`src/logic/shcc_pkg.sv`:
```
// shcc_pkg: constants and types for the serial peripheral host/client core
package shcc_pkg;
	localparam int SHCC_DATA_W = 8;
	localparam logic [2:0] SHCC_BIT_LAST = 3'h7;
	localparam logic [6:0] SHCC_CLOCK_PRESCALER_RESET = 7'h00;
	localparam logic [7:0] SHCC_BYTE_RESET = 8'h00;
	localparam logic [6:0] SHCC_DIV_ONE = 7'h01;
	// half-period counts for prescaler codes 0..3 (divide by 4, 16, 64, 128)
	localparam logic [6:0] SHCC_HALF_DIV4 = 7'h02;
	localparam logic [6:0] SHCC_HALF_DIV16 = 7'h08;
	localparam logic [6:0] SHCC_HALF_DIV64 = 7'h20;
	localparam logic [6:0] SHCC_HALF_DIV128 = 7'h40;
	typedef enum logic [1:0] {SHCC_IDLE, SHCC_LOW, SHCC_HIGH} shcc_phase_e;
endpackage : shcc_pkg

```
`src/logic/shcc_core.sv`:
```
// shcc_core: byte-wide serial peripheral core, host and client roles
`timescale 1ns/10ps
`default_nettype none
module shcc_core (
	input wire logic ref_clk,
	input wire logic resetn,
	input wire logic enable,
	input wire logic host_set,
	input wire logic [1:0] clock_prescaler,
	input wire logic clock_doubler,
	input wire logic bit_order,
	input wire logic buffer_enable,
	input wire logic wait_for_receive,
	input wire logic select_disable,
	input wire logic transfer_irq_enable,
	input wire logic transfer_complete_enable,
	input wire logic global_irq_enable,
	input wire logic data_wr,
	input wire logic [shcc_pkg::SHCC_DATA_W-1:0] data_wdata,
	input wire logic data_rd,
	output logic [shcc_pkg::SHCC_DATA_W-1:0] data_rdata,
	input wire logic flag_clear_transfer,
	input wire logic flag_clear_collision,
	input wire logic flag_clear_complete,
	output logic host_mode,
	output logic transfer_flag,
	output logic write_collision_flag,
	output logic data_empty_flag,
	output logic transfer_complete_flag,
	output logic rx_valid,
	output logic irq,
	input wire logic sck_dir_out,
	input wire logic mosi_dir_out,
	input wire logic miso_dir_out,
	input wire logic ss_dir_out,
	input wire logic sck_in,
	output logic sck_out,
	output logic sck_oe,
	input wire logic mosi_in,
	output logic mosi_out,
	output logic mosi_oe,
	input wire logic miso_in,
	output logic miso_out,
	output logic miso_oe,
	input wire logic ss_in,
	output logic ss_out,
	output logic ss_oe
);
	import shcc_pkg::*;

	// ----------------------------------------------------------------
	// state
	// ----------------------------------------------------------------
	typedef struct packed {
		logic host;
		logic [7:0] shifter;
		logic [2:0] bitcnt;
		shcc_phase_e phase;
		logic [6:0] divcnt;
		logic in_bit;
		logic [7:0] txbuf;
		logic txbuf_full;
		logic [7:0] rxq0;
		logic [7:0] rxq1;
		logic [1:0] rxcnt;
		logic tflag;
		logic wcol;
		logic dre;
		logic tcomp;
		logic sck_s1;
		logic sck_s2;
		logic sck_s3;
		logic host_q;
	} shcc_state_s;

	shcc_state_s st;
	shcc_state_s next_st;

	logic [6:0] half;
	logic lsb_first;
	logic busy;
	logic done;
	logic [7:0] rx_byte;
	logic client_sel;
	logic rise;
	logic fall;
	logic out_bit;

	// ----------------------------------------------------------------
	// rate select
	// ----------------------------------------------------------------
	always_comb begin
		case (clock_prescaler)
			2'h0: half = SHCC_HALF_DIV4;
			2'h1: half = SHCC_HALF_DIV16;
			2'h2: half = SHCC_HALF_DIV64;
			default: half = SHCC_HALF_DIV128;
		endcase
		// doubler halves the period; 128 with doubler stays at 128 (seven rates)
		if (clock_doubler && half != SHCC_HALF_DIV128) begin
			half = half >> 1;
		end
		if (half == 7'h00) begin
			half = SHCC_DIV_ONE;
		end
	end

	assign lsb_first = bit_order;
	assign busy = (st.phase != SHCC_IDLE);
	assign client_sel = !st.host && !ss_in;
	// only the synchronised second and third stages feed edge detection
	assign rise = st.sck_s2 && !st.sck_s3;
	assign fall = !st.sck_s2 && st.sck_s3;
	assign out_bit = lsb_first ? st.shifter[0] : st.shifter[7];
	assign rx_byte = lsb_first ? {st.in_bit, st.shifter[7:1]} : {st.shifter[6:0], st.in_bit};

	// ----------------------------------------------------------------
	// next state
	// ----------------------------------------------------------------
	always_comb begin
		next_st = st;
		done = 1'b0;
		next_st.sck_s1 = sck_in;
		next_st.sck_s2 = st.sck_s1;
		next_st.sck_s3 = st.sck_s2;
		next_st.host_q = host_set;
		if (host_set && !st.host_q) begin
			next_st.host = 1'b1;
		end
		if (flag_clear_transfer) next_st.tflag = 1'b0;
		if (flag_clear_collision) next_st.wcol = 1'b0;
		if (flag_clear_complete) next_st.tcomp = 1'b0;
		if (data_rd && buffer_enable && st.rxcnt != 2'h0) begin
			next_st.rxq0 = st.rxq1;
			next_st.rxcnt = st.rxcnt - 2'h1;
		end
		if (!enable) begin
			next_st.phase = SHCC_IDLE;
			next_st.bitcnt = 3'h0;
		end else if (st.host) begin
			// select low as input while multi-host allowed: yield the bus
			if (!select_disable && !ss_dir_out && !ss_in) begin
				next_st.host = 1'b0;
				next_st.phase = SHCC_IDLE;
				next_st.tflag = 1'b1;
			end else begin
				case (st.phase)
					SHCC_IDLE: begin
						if (buffer_enable && st.txbuf_full) begin
							next_st.shifter = st.txbuf;
							next_st.txbuf_full = 1'b0;
							next_st.dre = 1'b1;
							next_st.phase = SHCC_LOW;
							next_st.divcnt = 7'h00;
						end
					end
					SHCC_LOW: begin
						if (st.divcnt + 7'h01 >= half) begin
							next_st.divcnt = 7'h00;
							next_st.in_bit = miso_in;
							next_st.phase = SHCC_HIGH;
						end else begin
							next_st.divcnt = st.divcnt + 7'h01;
						end
					end
					SHCC_HIGH: begin
						if (st.divcnt + 7'h01 >= half) begin
							next_st.divcnt = 7'h00;
							next_st.shifter = rx_byte;
							next_st.bitcnt = st.bitcnt + 3'h1;
							if (st.bitcnt == SHCC_BIT_LAST) begin
								done = 1'b1;
								next_st.phase = SHCC_IDLE;
							end else begin
								next_st.phase = SHCC_LOW;
							end
						end else begin
							next_st.divcnt = st.divcnt + 7'h01;
						end
					end
					default: next_st.phase = SHCC_IDLE;
				endcase
			end
		end else begin
			// client: halted while deselected, partial byte lost
			if (ss_in) begin
				next_st.bitcnt = 3'h0;
				next_st.phase = SHCC_IDLE;
			end else begin
				next_st.phase = SHCC_LOW;
				if (rise) begin
					next_st.in_bit = mosi_in;
				end
				if (fall) begin
					next_st.shifter = rx_byte;
					next_st.bitcnt = st.bitcnt + 3'h1;
					if (st.bitcnt == SHCC_BIT_LAST) begin
						done = 1'b1;
						if (buffer_enable && st.txbuf_full) begin
							next_st.shifter = st.txbuf;
							next_st.txbuf_full = 1'b0;
							next_st.dre = 1'b1;
						end
					end
				end
			end
		end
		if (done) begin
			if (buffer_enable) begin
				// third byte overwrites the newest entry when software lags
				if (next_st.rxcnt == 2'h0) begin
					next_st.rxq0 = rx_byte;
					next_st.rxcnt = 2'h1;
				end else begin
					next_st.rxq1 = rx_byte;
					next_st.rxcnt = 2'h2;
				end
				if (!(st.host && st.txbuf_full) && !(!st.host && st.txbuf_full)) begin
					next_st.tcomp = 1'b1;
				end
			end else begin
				next_st.rxq0 = rx_byte;
				next_st.tflag = 1'b1;
			end
		end
		if (data_wr && enable) begin
			if (buffer_enable) begin
				if (st.host && !busy && !st.txbuf_full) begin
					next_st.shifter = data_wdata;
					next_st.phase = SHCC_LOW;
					next_st.divcnt = 7'h00;
					next_st.bitcnt = 3'h0;
				end else if (st.dre) begin
					next_st.txbuf = data_wdata;
					next_st.txbuf_full = 1'b1;
					next_st.dre = 1'b0;
				end
			end else if (st.host) begin
				if (busy) begin
					next_st.shifter = data_wdata;
					next_st.wcol = 1'b1;
				end else begin
					next_st.shifter = data_wdata;
					next_st.phase = SHCC_LOW;
					next_st.divcnt = 7'h00;
					next_st.bitcnt = 3'h0;
				end
			end else if (client_sel && st.bitcnt != 3'h0) begin
				next_st.wcol = 1'b1;
			end else begin
				next_st.shifter = data_wdata;
			end
		end
	end

	// ----------------------------------------------------------------
	// registers
	// ----------------------------------------------------------------
	always_ff @(posedge ref_clk or negedge resetn) begin
		if (!resetn) begin
			st <= '{host: 1'b0, shifter: SHCC_BYTE_RESET, bitcnt: 3'h0, phase: SHCC_IDLE,
				divcnt: SHCC_CLOCK_PRESCALER_RESET, in_bit: 1'b0, txbuf: SHCC_BYTE_RESET,
				txbuf_full: 1'b0, rxq0: SHCC_BYTE_RESET, rxq1: SHCC_BYTE_RESET,
				rxcnt: 2'h0, tflag: 1'b0, wcol: 1'b0, dre: 1'b1, tcomp: 1'b0,
				sck_s1: 1'b0, sck_s2: 1'b0, sck_s3: 1'b0, host_q: 1'b0};
		end else begin
			st <= next_st;
		end
	end

	// ----------------------------------------------------------------
	// outputs and pins
	// ----------------------------------------------------------------
	assign data_rdata = st.rxq0;
	assign host_mode = st.host;
	assign transfer_flag = st.tflag;
	assign write_collision_flag = st.wcol;
	assign data_empty_flag = st.dre;
	assign transfer_complete_flag = st.tcomp;
	assign rx_valid = (st.rxcnt != 2'h0);
	assign irq = global_irq_enable && ((transfer_irq_enable && st.tflag)
		|| (transfer_complete_enable && st.tcomp));

	assign sck_out = (st.phase == SHCC_HIGH);
	assign mosi_out = out_bit;
	assign miso_out = out_bit;
	// select stays low through the byte; user output direction applies
	assign ss_out = !(st.host && busy);
	// role inputs forced to input while enabled
	assign sck_oe = enable ? (st.host && sck_dir_out) : sck_dir_out;
	assign mosi_oe = enable ? (st.host && mosi_dir_out) : mosi_dir_out;
	assign ss_oe = enable ? (st.host && ss_dir_out) : ss_dir_out;
	assign miso_oe = enable ? (!st.host && miso_dir_out && !ss_in) : miso_dir_out;

	// ----------------------------------------------------------------
	// checks
	// ----------------------------------------------------------------
	a_collision_set: assert property (@(posedge ref_clk) disable iff (!resetn)
		(enable && st.host && !buffer_enable && busy && data_wr && !flag_clear_collision)
		|=> write_collision_flag) else $error("write collision not flagged");
	a_miso_tristate: assert property (@(posedge ref_clk) disable iff (!resetn)
		(enable && ss_in) |-> !miso_oe || st.host) else $error("miso driven while deselected");
	a_yield_host: assert property (@(posedge ref_clk) disable iff (!resetn)
		(enable && st.host && !select_disable && !ss_dir_out && !ss_in)
		|=> !host_mode && transfer_flag) else $error("host did not yield");
	a_normal_done: assert property (@(posedge ref_clk) disable iff (!resetn)
		(done && !buffer_enable) |=> transfer_flag) else $error("transfer flag missing");
	a_client_halt: assert property (@(posedge ref_clk) disable iff (!resetn)
		(enable && !st.host && ss_in) |=> st.bitcnt == 3'h0) else $error("partial byte kept");
	a_dre_clear: assert property (@(posedge ref_clk) disable iff (!resetn)
		(enable && buffer_enable && data_wr && st.dre && (busy || st.txbuf_full))
		|=> !data_empty_flag) else $error("empty flag not cleared");
	a_start_write: assert property (@(posedge ref_clk) disable iff (!resetn)
		(enable && st.host && !busy && data_wr && !buffer_enable && !(!select_disable
		&& !ss_dir_out && !ss_in)) |=> st.phase == SHCC_LOW) else $error("write did not start");
	a_inputs_forced: assert property (@(posedge ref_clk) disable iff (!resetn)
		(enable && !st.host) |-> !sck_oe && !mosi_oe && !ss_oe) else $error("input driven");
endmodule : shcc_core
`default_nettype wire

```
`config.mk`:
```
export PLATFORM = sky130hd
export DESIGN_NAME = shcc_core
export DESIGN_NICKNAME = d
export VERILOG_FILES = /design/src/logic/shcc_pkg.sv /design/src/logic/shcc_core.sv
export SDC_FILE = /design/constraint.sdc
export NUM_CORES = 1
export LEC_CHECK = 0
export BUFFER_PORTS_ARGS = -buffer_cell sky130_fd_sc_hd__clkbuf_2
export CAP_MARGIN = 10
export CORE_ASPECT_RATIO = 0.6
export CORE_MARGIN = 10
export CORE_UTILIZATION = 55
export DETAILED_ROUTE_END_ITERATION = 8
export PLACE_DENSITY = 0.78
export SYNTH_ARGS = -nofsm -noshare
export SYNTH_HDL_FRONTEND = slang
export SYNTH_SLANG_ARGS = --single-unit
```
`constraint.sdc`:
```
create_clock -name ref_clk -period 3.95 [get_ports ref_clk]
set_input_delay 0.79 -clock ref_clk [delete_from_list [all_inputs] [get_ports ref_clk]]
set_output_delay 0.79 -clock ref_clk [all_outputs]
set_load 0.02 [all_outputs]
```
==> flow_metrics.tcl <==
set metrics [dict create \
    status "finished, final reports clean" \
    critPathMaxFanout 6 \
    hpwl_mm 7.53 \
    crit_required_ns 4.15 \
    cts.repair.resized 0 \
    htreeDepth 3 \
    relSlewSlack_pct 43.2 \
    synth-edff-count 0 \
    syn_area_per_cell_sq_um 9.70 \
    p_switching_uw 756 \
    dr.pass1.iters 5 \
    gp_congestion 0.898 \
    grt_first_pass_wirelength_mm 16.8 \
    hold_class "register to register" \
    num_vias 3311 \
    wl_mm 10.2 \
    die-area_sq_mm 0.0107 \
    netlist.area_leader.share_pct 36.9 \
    start_util_pct 56.8 \
    ys_types 62 \
    utilization_pct 64.7 \
    area_delta_synth_final_pct 13.8 \
    switching_share_pct 35.6 \
    synth_area_leaders "dfrtp_1 (37%), mux2_2 (8.9%), mux2i_1 (5.8%), ha_1 (5.3%), nand2_1 (3.2%)" \
    p_int_mw 1.37 \
    drv_slew 0 \
    vias_per_cell 6.32 \
    syn_inst 391 \
    port_buffers 56 \
    cp-start-kind "register" \
    wl_per_cell_um 19.5 \
    track_usage_pct 19.0 \
    worstSetupPathType "register to register" \
    min_period_ns 3.28 \
    yosysSeqAreaShare_pct 37.6 \
    max_freq_mhz 305 \
    post-place-cells 508 \
    core_sq_mm 0.00668 \
    grt_start_max_net_pins 26 \
    ir_drop_uv 314 \
    arrival_ns 3.49 \
    clock_latency_ns 0.33 \
    hold_viol_final 0 \
    overflow 0 \
    drv_cap 0 \
    final.setup.tns_ns 0 \
    seqPwrFrac_pct 35.0 \
    fin_skew_ns 0.00867 \
    layout-drive-gt1-share_pct 27.0 \
    finalCritPeriodShare_pct 83.1 \
    dr.first_iter.drc_count 450 \
    fin_cells 524 \
    synth_nets 442 \
    synthArstFlopShare_pct 100 \
    rsz0062_at_grt "false" \
    ios 58 \
    yosys_warnings 0 \
    fillCellCount 577 \
    cts_sinks 57 \
    p_leak_nw 2.07 \
    setup_violations 0 \
    drc 0 \
    clk_pin_slew_ns 0.05 \
    antenna_left 0 \
    fp.dieH_um 84.3 \
    syn-cell-area_sq_mm 0.00379 \
    cts_buffers 9 \
    timing.final.ws_setup_ns 0.669 \
    num_rows 23 \
    powerDensity_mw_per_mm2 492 \
    synth_area_leader_cell "dfrtp_1" \
    cts_hold_buf 0 \
    clock-root-buffer "clkbuf_16" \
    nets 483 \
    tritoncts "yes" \
    clockBufferDepth 2 \
    diodes 0 \
    final_cell_mix "dfrtp_1 (56), clkbuf_2 (56), nand2_1 (32)" \
    cts_setup_buffers 0 \
    pwr-share-comb_pct 31.4 \
    post-place-ws_ns 0.501 \
    synth-seq-cells 57 \
    grt_pass1_vias 3303 \
    dieWidth_um 127 \
    endpoint_kind "register" \
    clkPwrFrac_pct 33.6 \
    worst_pin_slew_ns 0.853 \
    ys.flop_type "dfrtp_1" \
    antenna_found_initial 0 \
]
[stage by stage]
stage                     power [mW]  hold WS [ns]  instance area (sq um)
after floorplan                 1.20         0.331                   3790
after global placement          1.37         0.334                   4040
after detailed placement        1.39         0.341                   4040
after CTS                       2.12         0.352                   4320
after global routing            2.23         0.373                   4320
final                           2.12         0.347                   4320
[final cells by class]
class	instances	area [sq um]	share of cell area (%)
timing repair buffer	60	310	7.19
sequential	57	1430	33.1
clock buffer	14	264	6.11
clock inverter	2	12.5	0.290
inverter	18	67.6	1.56
multi-input combinational	286	2130	49.3
tap	87	109	2.52
[Yosys cell counts (4+ instances only)]
cell and n:
dfrtp_1 56, nand2_1 32, mux2_2 30, mux2i_1 22, nor2_1 21, inv_1 18, a21oi_1 17, o21ai_0 17
ha_1 16, nand3_1 14, clkbuf_1 12, a22oi_1 10, buf_4 10, a211oi_1 8, a221oi_1 7, nor2b_1 6
nor3_1 6, a311oi_1 5, and3_1 5, nand2b_1 5, o22ai_1 5, buf_2 4, xnor2_1 4
[power by group through the flow]
stage                     clock network [mW]  logic [mW]  registers (mW)
after floorplan                            0       0.492           0.708
after detailed placement                   0       0.645           0.748
final                                  0.714       0.666           0.743
after global routing                   0.750       0.730           0.750
after global placement                     0       0.624           0.742
after CTS                              0.722       0.655           0.739
[layer usage]
metal  routed length [um]  GRT usage, %  up-vias  share of wire, %
met5                    0             0        -                 0
met4                  157          4.22        0               1.5
met3                 1140          7.85       21                11
met2                 4200          26.9      191                41
met1                 4730          26.1     1577                46
li1                     -             -     1522                 -
[sequential cells by signal, summed over array words and instances (netlist names)]
register	count
data_empty_flag	1
data_rdata	8
host_mode	1
next_st	2
st	42
transfer_complete_flag	1
transfer_flag	1
write_collision_flag	1
[cell families after synthesis]
logic type / synth area share [%]
multiplexers: 14.7
adder cells (fa/ha/maj): 5.28
AO/OA/AOI/OAI: 18.2
XOR/XNOR: 1.15
buffers and inverters: 6.30
flip-flops: 37.6
AND/OR/NAND/NOR: 16.7
[worst max-delay path, stage by stage (launching register included)]
cell and delay [ns]:
dfrtp_1 0.42, ha_1 0.28, and3_1 0.22, nand3_1 0.11, xnor2_1 0.17, ha_1 0.30, nand4_1 0.14, o311ai_2 0.64
mux2_2 0.42, a2111oi_2 0.37, nor3_1 0.09
[path summary, 6_finish.rpt]
path | startpoint | endpoint | slack [ns] | depth (start not counted)
min in group asynchronous | resetn | data_rdata[2] | 0.41 | 1
hold reg to reg | next_st[2] | next_st[1] | 0.35 | 0
setup reg to reg | st[36] | st[54] | 0.67 | 10
hold / removal | next_st[2] | next_st[1] | 0.35 | 0
max in group asynchronous | resetn | data_empty_flag | 2.81 | 2
setup / recovery | st[36] | st[54] | 0.67 | 10
No activity file was read; power rests on OpenSTA's default activity.
